<file path="src/pkg/event_sequencer_map.vh">
// Purpose: Offsets, field positions, reset values and timing counts of the step sequencer
// Assumes: 100 MHz clock, byte offsets on an 8-bit register address
// Notes:   Definitions only
`ifndef EVENT_SEQUENCER_MAP_VH
`define EVENT_SEQUENCER_MAP_VH

// ----------------------------------------------------------------------------
// Timing
// ----------------------------------------------------------------------------
`define CLK_PERIOD_NS       10
`define HUNDREDTH_TIME_NS   10000000
`define HUNDREDTH_CYCLES    20'hf4240
`define PRESCALE_W          20

// ----------------------------------------------------------------------------
// Register offsets
// ----------------------------------------------------------------------------
`define OFF_CTRL            8'h00
`define OFF_TIMEBASE        8'h04
`define OFF_PRESET_CFG      8'h08
`define OFF_PRESET_CTR      8'h0c
`define OFF_LAST_STEP       8'h10
`define OFF_STATUS          8'h14
`define OFF_IN_STEP_COUNT   8'h18
`define OFF_TICK_TIMER      8'h1c
`define OFF_CURRENT_STEP    8'h20
`define OFF_COUNTS_BASE     2'b01
`define OFF_EVENT_BASE      2'b10
`define OFF_PATTERN_BASE    2'b11

// ----------------------------------------------------------------------------
// Fields
// ----------------------------------------------------------------------------
`define CTRL_RETENTIVE_BIT  0
`define STATUS_DONE_BIT     0
`define EVENT_ENABLE_BIT    4

// ----------------------------------------------------------------------------
// Reset values
// ----------------------------------------------------------------------------
`define RST_RETENTIVE       1'b1
`define RST_TIMEBASE        16'h0001
`define RST_STEP            5'h01
`define RST_LAST_STEP       5'h10

`endif

</file>
<file path="src/rtl/event_step_sequencer.v">
// Purpose: Sixteen-step time/event sequencer driving a 16-bit output pattern
// Assumes: Control and event inputs come from outside logic and are synchronised here
// Notes:   State is evaluated once per controller scan pulse i_scan
`include "event_sequencer_map.vh"

module event_step_sequencer #(
  parameter [19:0] HUNDREDTH_CYCLES = `HUNDREDTH_CYCLES
) (
  // Clock and reset
  input  wire        i_clk,
  input  wire        i_reset,
  // Controller scan and mode
  input  wire        i_scan,
  input  wire        i_run_mode,
  // Sequencer control contacts
  input  wire        i_start,
  input  wire        i_jog,
  input  wire        i_manual_reset_contact,
  // Event contacts
  input  wire [15:0] i_events,
  // Register port
  input  wire [7:0]  i_addr,
  input  wire [31:0] i_wdata,
  input  wire        i_wr,
  input  wire        i_rd,
  output reg  [31:0] o_rdata,
  // Sequencer outputs
  output reg  [15:0] o_step_out,
  output reg         o_completion_flag,
  output reg  [4:0]  o_current_step
);

  // --------------------------------------------------------------------------
  // Input synchronisers
  // --------------------------------------------------------------------------
  reg  [19:0] meta_q;
  reg  [19:0] sync_q;
  wire        mode_s   = sync_q[0];
  wire        start_s  = sync_q[1];
  wire        jog_s    = sync_q[2];
  wire        rst_s    = sync_q[3];
  wire [15:0] events_s = sync_q[19:4];

  always @(posedge i_clk or posedge i_reset) begin
    if (i_reset) begin
      meta_q <= 20'h00000;
      sync_q <= 20'h00000;
    end else begin
      meta_q <= {i_events, i_manual_reset_contact, i_jog, i_start, i_run_mode};
      sync_q <= meta_q;
    end
  end

  // --------------------------------------------------------------------------
  // Hundredth-second timebase
  // --------------------------------------------------------------------------
  wire hund;

  seq_timebase #(
    .CYCLES (HUNDREDTH_CYCLES)
  ) u_timebase (
    .i_clk   (i_clk),
    .i_reset (i_reset),
    .o_tick  (hund)
  );

  // --------------------------------------------------------------------------
  // Configuration registers
  // --------------------------------------------------------------------------
  reg        retentive_q;
  reg [15:0] timebase_q;
  reg [4:0]  preset_cfg_q;
  reg [4:0]  last_step_q;
  reg [15:0] counts_q  [0:15];
  reg [4:0]  event_q   [0:15];
  reg [15:0] pattern_q [0:15];
  integer    i;

  wire       wr_cfg  = i_wr && (i_addr[7:6] == 2'b00);
  wire       wr_cnt  = i_wr && (i_addr[7:6] == `OFF_COUNTS_BASE);
  wire       wr_evt  = i_wr && (i_addr[7:6] == `OFF_EVENT_BASE);
  wire       wr_pat  = i_wr && (i_addr[7:6] == `OFF_PATTERN_BASE);
  wire [3:0] wr_idx  = i_addr[5:2];

  always @(posedge i_clk or posedge i_reset) begin
    if (i_reset) begin
      retentive_q  <= `RST_RETENTIVE;
      timebase_q   <= `RST_TIMEBASE;
      preset_cfg_q <= `RST_STEP;
      last_step_q  <= `RST_LAST_STEP;
      for (i = 0; i < 16; i = i + 1) begin
        counts_q[i]  <= 16'h0000;
        event_q[i]   <= 5'h00;
        pattern_q[i] <= 16'h0000;
      end
    end else begin
      if (wr_cfg && i_addr == `OFF_CTRL) begin
        retentive_q <= i_wdata[`CTRL_RETENTIVE_BIT];
      end
      if (wr_cfg && i_addr == `OFF_TIMEBASE) begin
        timebase_q <= i_wdata[15:0];
      end
      if (wr_cfg && i_addr == `OFF_PRESET_CFG) begin
        preset_cfg_q <= i_wdata[4:0];
      end
      if (wr_cfg && i_addr == `OFF_LAST_STEP) begin
        last_step_q <= i_wdata[4:0];
      end
      if (wr_cnt) begin
        counts_q[wr_idx] <= i_wdata[15:0];
      end
      if (wr_evt) begin
        event_q[wr_idx] <= i_wdata[4:0];
      end
      if (wr_pat) begin
        pattern_q[wr_idx] <= i_wdata[15:0];
      end
    end
  end

  // --------------------------------------------------------------------------
  // Sequencer state
  // --------------------------------------------------------------------------
  reg [15:0] in_step_count_q;
  reg [15:0] in_step_count_d;
  reg [15:0] tick_timer_q;
  reg [15:0] tick_timer_d;
  reg [4:0]  preset_step_q;
  reg [4:0]  preset_step_d;
  reg [4:0]  current_step_q;
  reg [4:0]  current_step_d;
  reg        done_q;
  reg        done_d;
  reg        jog_prev_q;
  reg        mode_prev_q;
  reg        pend_q;
  reg        adv;

  wire [4:0]  cur_m1     = current_step_q - 5'h01;
  wire [3:0]  idx        = cur_m1[3:0];
  wire [15:0] step_cnt   = counts_q[idx];
  wire [4:0]  step_evt   = event_q[idx];
  // one selected event bit per step
  wire        ev_ok      = ~step_evt[`EVENT_ENABLE_BIT] | events_s[step_evt[3:0]];
  wire        running    = mode_s & start_s & ~rst_s & ~done_q;
  wire        tick_now   = pend_q | hund;
  wire        jog_edge   = jog_s & ~jog_prev_q;
  wire        mode_entry = mode_s & ~mode_prev_q;
  wire [15:0] tmr_inc    = tick_timer_q + 16'h0001;
  wire [15:0] isc_inc    = in_step_count_q + 16'h0001;

  always @* begin
    in_step_count_d = in_step_count_q;
    tick_timer_d    = tick_timer_q;
    preset_step_d   = preset_step_q;
    current_step_d  = current_step_q;
    done_d          = done_q;
    adv             = 1'b0;
    if (i_scan) begin
      if (mode_entry) begin
        done_d = 1'b0;
        if (!retentive_q) begin
          in_step_count_d = 16'h0000;
          tick_timer_d    = 16'h0000;
          preset_step_d   = preset_cfg_q;
          current_step_d  = preset_cfg_q;
        end
      end else if (rst_s) begin
        current_step_d  = preset_step_q;
        in_step_count_d = 16'h0000;
        tick_timer_d    = 16'h0000;
        done_d          = 1'b0;
      end else if (jog_edge && mode_s && !done_q) begin
        adv = 1'b1;
      end else if (running && ev_ok) begin
        if (step_cnt == 16'h0000) begin
          adv = 1'b1;
        end else if (tick_now) begin
          if (tmr_inc >= timebase_q) begin
            tick_timer_d = 16'h0000;
            if (isc_inc >= step_cnt) begin
              adv = 1'b1;
            end else begin
              in_step_count_d = isc_inc;
            end
          end else begin
            tick_timer_d = tmr_inc;
          end
        end
      end
      if (adv) begin
        in_step_count_d = 16'h0000;
        tick_timer_d    = 16'h0000;
        if (current_step_q == last_step_q) begin
          done_d = 1'b1;
        end else begin
          current_step_d = current_step_q + 5'h01;
        end
      end
    end
    if (wr_cfg && i_addr == `OFF_PRESET_CTR) begin
      preset_step_d = i_wdata[4:0];
    end
  end

  always @(posedge i_clk or posedge i_reset) begin
    if (i_reset) begin
      in_step_count_q <= 16'h0000;
      tick_timer_q    <= 16'h0000;
      preset_step_q   <= `RST_STEP;
      current_step_q  <= `RST_STEP;
      done_q          <= 1'b0;
      jog_prev_q      <= 1'b0;
      mode_prev_q     <= 1'b0;
      pend_q          <= 1'b0;
    end else begin
      in_step_count_q <= in_step_count_d;
      tick_timer_q    <= tick_timer_d;
      preset_step_q   <= preset_step_d;
      current_step_q  <= current_step_d;
      done_q          <= done_d;
      // Hundredth pulse held until a scan consumes it
      pend_q          <= i_scan ? 1'b0 : tick_now;
      if (i_scan) begin
        jog_prev_q  <= jog_s;
        mode_prev_q <= mode_s;
      end
    end
  end

  // --------------------------------------------------------------------------
  // Outputs
  // --------------------------------------------------------------------------
  always @(posedge i_clk or posedge i_reset) begin
    if (i_reset) begin
      o_step_out        <= 16'h0000;
      o_completion_flag <= 1'b0;
      o_current_step    <= `RST_STEP;
    end else begin
      // pattern shown whenever in run mode
      o_step_out        <= mode_s ? pattern_q[idx] : 16'h0000;
      o_completion_flag <= done_q;
      o_current_step    <= current_step_q;
    end
  end

  // --------------------------------------------------------------------------
  // Read port
  // --------------------------------------------------------------------------
  reg [31:0] rd_mux;

  always @* begin
    rd_mux = 32'h00000000;
    case (i_addr[7:6])
      `OFF_COUNTS_BASE:  rd_mux = {16'h0000, counts_q[wr_idx]};
      `OFF_EVENT_BASE:   rd_mux = {27'h0000000, event_q[wr_idx]};
      `OFF_PATTERN_BASE: rd_mux = {16'h0000, pattern_q[wr_idx]};
      default: begin
        case (i_addr)
          `OFF_CTRL:          rd_mux = {31'h00000000, retentive_q};
          `OFF_TIMEBASE:      rd_mux = {16'h0000, timebase_q};
          `OFF_PRESET_CFG:    rd_mux = {27'h0000000, preset_cfg_q};
          `OFF_PRESET_CTR:    rd_mux = {27'h0000000, preset_step_q};
          `OFF_LAST_STEP:     rd_mux = {27'h0000000, last_step_q};
          `OFF_STATUS:        rd_mux = {31'h00000000, done_q};
          `OFF_IN_STEP_COUNT: rd_mux = {16'h0000, in_step_count_q};
          `OFF_TICK_TIMER:    rd_mux = {16'h0000, tick_timer_q};
          `OFF_CURRENT_STEP:  rd_mux = {27'h0000000, current_step_q};
          default:            rd_mux = 32'h00000000;
        endcase
      end
    endcase
  end

  always @(posedge i_clk or posedge i_reset) begin
    if (i_reset) begin
      o_rdata <= 32'h00000000;
    end else begin
      o_rdata <= i_rd ? rd_mux : 32'h00000000;
    end
  end

endmodule

</file>
<file path="src/rtl/seq_timebase.v">
// Purpose: Free-running prescaler giving one pulse per hundredth of a second
// Assumes: Single clock domain
// Notes:   Period is a parameter so simulation can shorten it
module seq_timebase #(
  parameter [19:0] CYCLES = 20'd1000000
) (
  // Clock and reset
  input  wire i_clk,
  input  wire i_reset,
  // Tick
  output reg  o_tick
);

  reg [19:0] cnt_q;

  always @(posedge i_clk or posedge i_reset) begin
    if (i_reset) begin
      cnt_q  <= 20'h00000;
      o_tick <= 1'b0;
    end else if (cnt_q >= CYCLES - 20'h00001) begin
      cnt_q  <= 20'h00000;
      o_tick <= 1'b1;
    end else begin
      cnt_q  <= cnt_q + 20'h00001;
      o_tick <= 1'b0;
    end
  end

endmodule

</file>
<file path="config.mk">
export PLATFORM = sky130hd
export DESIGN_NAME = event_step_sequencer
export DESIGN_NICKNAME = d
export VERILOG_FILES = /design/src/rtl/event_step_sequencer.v /design/src/rtl/seq_timebase.v
export VERILOG_INCLUDE_DIRS = /design/src /design/src/pkg
export SDC_FILE = /design/constraint.sdc
export NUM_CORES = 2
export LEC_CHECK = 0
export BUFFER_PORTS_ARGS = -buffer_cell sky130_fd_sc_hd__clkbuf_2
export CAP_MARGIN = 20
export CORE_AREA = 5 5 201 349
export CTS_CLUSTER_SIZE = 10
export DETAILED_ROUTE_END_ITERATION = 8
export DIE_AREA = 0 0 206 354
export GPL_ROUTABILITY_DRIVEN = 1
export PLACE_DENSITY_LB_ADDON = 0.12
export REMOVE_ABC_BUFFERS = 1
export SETUP_SLACK_MARGIN = 0.2
export SLEW_MARGIN = 30
export SYNTH_ARGS = -nofsm -noshare
export SYNTH_HDL_FRONTEND = slang
export SYNTH_SLANG_ARGS = --single-unit
</file>
<file path="constraint.sdc">
create_clock -name i_clk -period 31.3 [get_ports i_clk]
set_clock_uncertainty 0.2 [all_clocks]
set_input_delay 1.565 -clock i_clk [delete_from_list [all_inputs] [get_ports i_clk]]
set_output_delay 1.565 -clock i_clk [all_outputs]
set_load 0.02 [all_outputs]
</file>
==> metrics.txt <==
Setup crit start kind=register; max cap viols=0; TritonRoute pass-1 iters=5; PostCTS Resize Cnt=0; TritonCTS Buffers=86; P_int=1.99 mW; CP endpoint kind=register; Syn Inst Count=~2700; Reg clk slew, reported paths=approximately 0.06 ns; fin. max-slew vios=0; total negative slack=0 ns; fmax=between 0.1 and 0.15 GHz; CTS tree=done; Reg2Reg Setup Slack=23.46 ns; wire per inst=29.7 um; FFs w/ async S/R, synth=1.00; Post-route DRC=0; drt total wl=approximately 110 mm; P&R area growth vs syn=8.92%; initial antenna violation count=1; Layout Nets=approximately 2800; clock share of power=0.311; PD cells=65.9 mW/mm^2; num rows=around 130; vias per cell=6.80; WP data required=roughly 32 ns; Most used DFF post-synth=dfrtp_1; Peak VDD IR=51.4 uV; post-synthesis sequential area ratio=0.482; ratio of cells with drive above 1 in the final layout=0.470; CTS Hold Bufs=0; worst slew pin tran=slightly above 1 ns; postcts setup bufs=0; Flop pwr share=0.425; fin crit period=~7.8 ns; FF+latch count, synth=764; largest net degree at the start of global routing=about 140; clock buffer depth=3; Hold Path Class=register to register; Fin. Hold Viols=0; RSZ-0062 raised after global routing=no; Syn. warnings=0; Synth Cell Area=~0.04 sq mm; clk sinks=764; Worst-Skew Late Latency=about 0.63 ns; Setup violations, final=0; die width=roughly 210 um; Buffers on Ports=86; average size of a mapped cell=14.9 sq um; DIE AREA=between 0.07 and 0.08 sq mm; H-Tree Depth=3; Chip Height=354 um; drt first-iter violations=just over 2000; Starting Density=0.592; Core Box Area=approximately 0.067 sq mm; gr usage total=0.301; Crit Path Max Fanout=38; Final period util=0.250; Comb pwr share=0.264; root buf cell=clkbuf_16; first-pass GRT wire length=around 170 mm; arrival time at the worst endpoint=between 8 and 9 ns; GRT overflow=0; post-DP HPWL=approximately 67 mm; Post-synth EDFFs=0; number of global-route vias before repair=approximately 27000; Psw=between 800 and 900 uW; ant diodes=0; Top Ports=about 120; Min Hold Slack=around 0.15 ns; relative slew slack=0.314; Post-DRT Antenna Nets=0; Leak=19.3 nW; outcome=complete, no violations; Setup CP Type=register to register; Placer Congestion=slightly below 0.9; routed via count=about 24000; Net Sw Frac=0.299; Pwr Total=roughly 2.8 mW; distinct cell type count after synthesis=69
## worst paths after layout
path	from	cells after the start	endpoint
worst min-delay path	meta_q[5]$_DFF_PP0_	0	sync_q[5]$_DFF_PP0_
worst max-delay path	current_step_q[0]$_DFFE_PP1P_	19	tick_timer_q[0]$_DFFE_PP0P_
max in group asynchronous	i_reset	7	event_q[21]$_DFFE_PP0P_
worst min register to register	meta_q[5]$_DFF_PP0_	0	sync_q[5]$_DFF_PP0_
worst max register to register	current_step_q[0]$_DFFE_PP1P_	19	tick_timer_q[0]$_DFFE_PP0P_
min in group asynchronous	i_reset	2	o_rdata[15]$_DFF_PP0_
## cells by family after synthesis
family,synth area share
mux,0.389
flops,0.482
simple gates,0.0438
buf+inv,0.0292
compound gates,0.0319
xor+xnor,0.0124
fa+ha+maj,0.0117
other cells,0.0000946
## final cells by class
| class | instances | area, sq um |
|---|---|---|
| clock inverters | 1 | 8.76 |
| fillers | 4930 | 23800 |
| well taps | 896 | 1120 |
| flip-flops and latches | 764 | 19100 |
| inverters | 38 | 155 |
| repair buffers | 144 | 942 |
| clock buffers | 112 | 2300 |
| multi-input cells | 1647 | 19500 |
## stage by stage
stage	instance area [sq um]	worst slack, ns	std cells	util
detailed placement	40800	23.49	3489	0.609
global placement	40800	23.45	3489	0.609
CTS	43100	23.44	3602	0.644
finish	43200	23.46	3602	0.645
floorplan	38700	8.10	2449	-
global route	43200	23.02	3602	0.645
## sequential cells by signal, indices dropped and copies added, names as in the netlist, 5 cells and up
register,cells
o_current_step,5
meta_q,20
u_timebase.cnt_q,20
preset_cfg_q,5
counts_q,256
o_rdata,16
sync_q,20
event_q,80
timebase_q,16
in_step_count_q,16
last_step_q,5
current_step_q,5
preset_step_q,5
o_step_out,16
tick_timer_q,16
pattern_q,256
## Yosys cell counts (3+ instances only)
| library cell | instances | area [sq um] |
|---|---|---|
| dfrtp_1 | 757 | 18900 |
| mux2_2 | 632 | 7120 |
| mux4_2 | 361 | 8130 |
| clkbuf_1 | 162 | 608 |
| nand2_1 | 121 | 454 |
| nor2_1 | 88 | 330 |
| a21oi_1 | 41 | 205 |
| nand3_1 | 40 | 200 |
| ha_1 | 37 | 463 |
| inv_1 | 37 | 139 |
| xnor2_1 | 30 | 263 |
| a22o_1 | 28 | 245 |
| buf_4 | 25 | 188 |
| buf_1 | 22 | 82.6 |
| xor2_1 | 21 | 184 |
| and2_1 | 20 | 125 |
| nor3_1 | 19 | 95.1 |
| buf_2 | 18 | 90.1 |
| mux2i_1 | 16 | 160 |
| o21ai_0 | 16 | 80.1 |
| a22oi_1 | 15 | 113 |
| and3_1 | 15 | 93.8 |
| a21o_1 | 12 | 90.1 |
| a222oi_1 | 11 | 110 |
| nor4_1 | 11 | 68.8 |
| nand2b_1 | 10 | 62.6 |
| dfstp_2 | 7 | 184 |
| nand4_1 | 7 | 43.8 |
| a32oi_1 | 5 | 43.8 |
| nor2b_1 | 5 | 31.3 |
| or2_2 | 5 | 31.3 |
| a211oi_1 | 4 | 30.0 |
| a31oi_1 | 4 | 25.0 |
| buf_6 | 4 | 45.0 |
| a2bb2oi_1 | 3 | 26.3 |
| nor3_4 | 3 | 48.8 |
| nor3b_1 | 3 | 22.5 |
| o21a_1 | 3 | 22.5 |
| o22ai_1 | 3 | 18.8 |
| o31ai_1 | 3 | 22.5 |
| or3_1 | 3 | 18.8 |
## routing by layer
layer,GRT usage,share of wire
met2,0.513,0.52
met1,0.390,0.38
met4,0.109,0.040
met3,0.0517,0.058
met5,0,0.00012
## cells in the final DEF, fill, tap and decap left out, types with 40 or more instances in the layout
cell type | synthesis | routed
nand2_1 | 121 | 121
mux2_2 | 632 | 632
mux4_2 | 361 | 361
dfrtp_1 | 757 | 757
nor2_1 | 88 | 78
buf_4 | 25 | 52
clkbuf_16 | 0 | 87
nand3_1 | 40 | 40
clkbuf_2 | 0 | 77
a21oi_1 | 41 | 41
## power groups by stage
| stage | Combinational, mW | Clock (mW) | Sequential (mW) |
|---|---|---|---|
| 5_1_grt | 0.805 | 0.938 | 1.22 |
| 3_5_place_dp | 0.752 | 0 | 1.22 |
| 6_report | 0.752 | 0.884 | 1.21 |
| 4_1_cts | 0.756 | 0.902 | 1.21 |
| 2_1_floorplan | 0.534 | 0 | 1.22 |
| 3_3_place_gp | 0.739 | 0 | 1.21 |
## critical path, cell delays in order (launching register included)
cell	delay (ns)
dfstp_4	1.01
inv_2	0.16
ha_4	0.23
xnor2_4	0.79
buf_4	0.71
mux4_2	0.40
mux2i_1	0.22
a21oi_1	0.13
ha_1	0.31
nand2b_1	0.14
a21o_1	0.18
a21o_1	0.16
a2111oi_0	0.54
o41ai_1	0.21
a221oi_1	0.67
o31a_1	0.38
nor4_4	0.11
or2_1	0.36
nor3_4	0.55
mux2_2	0.27
Power figures use the tool's default switching activity.
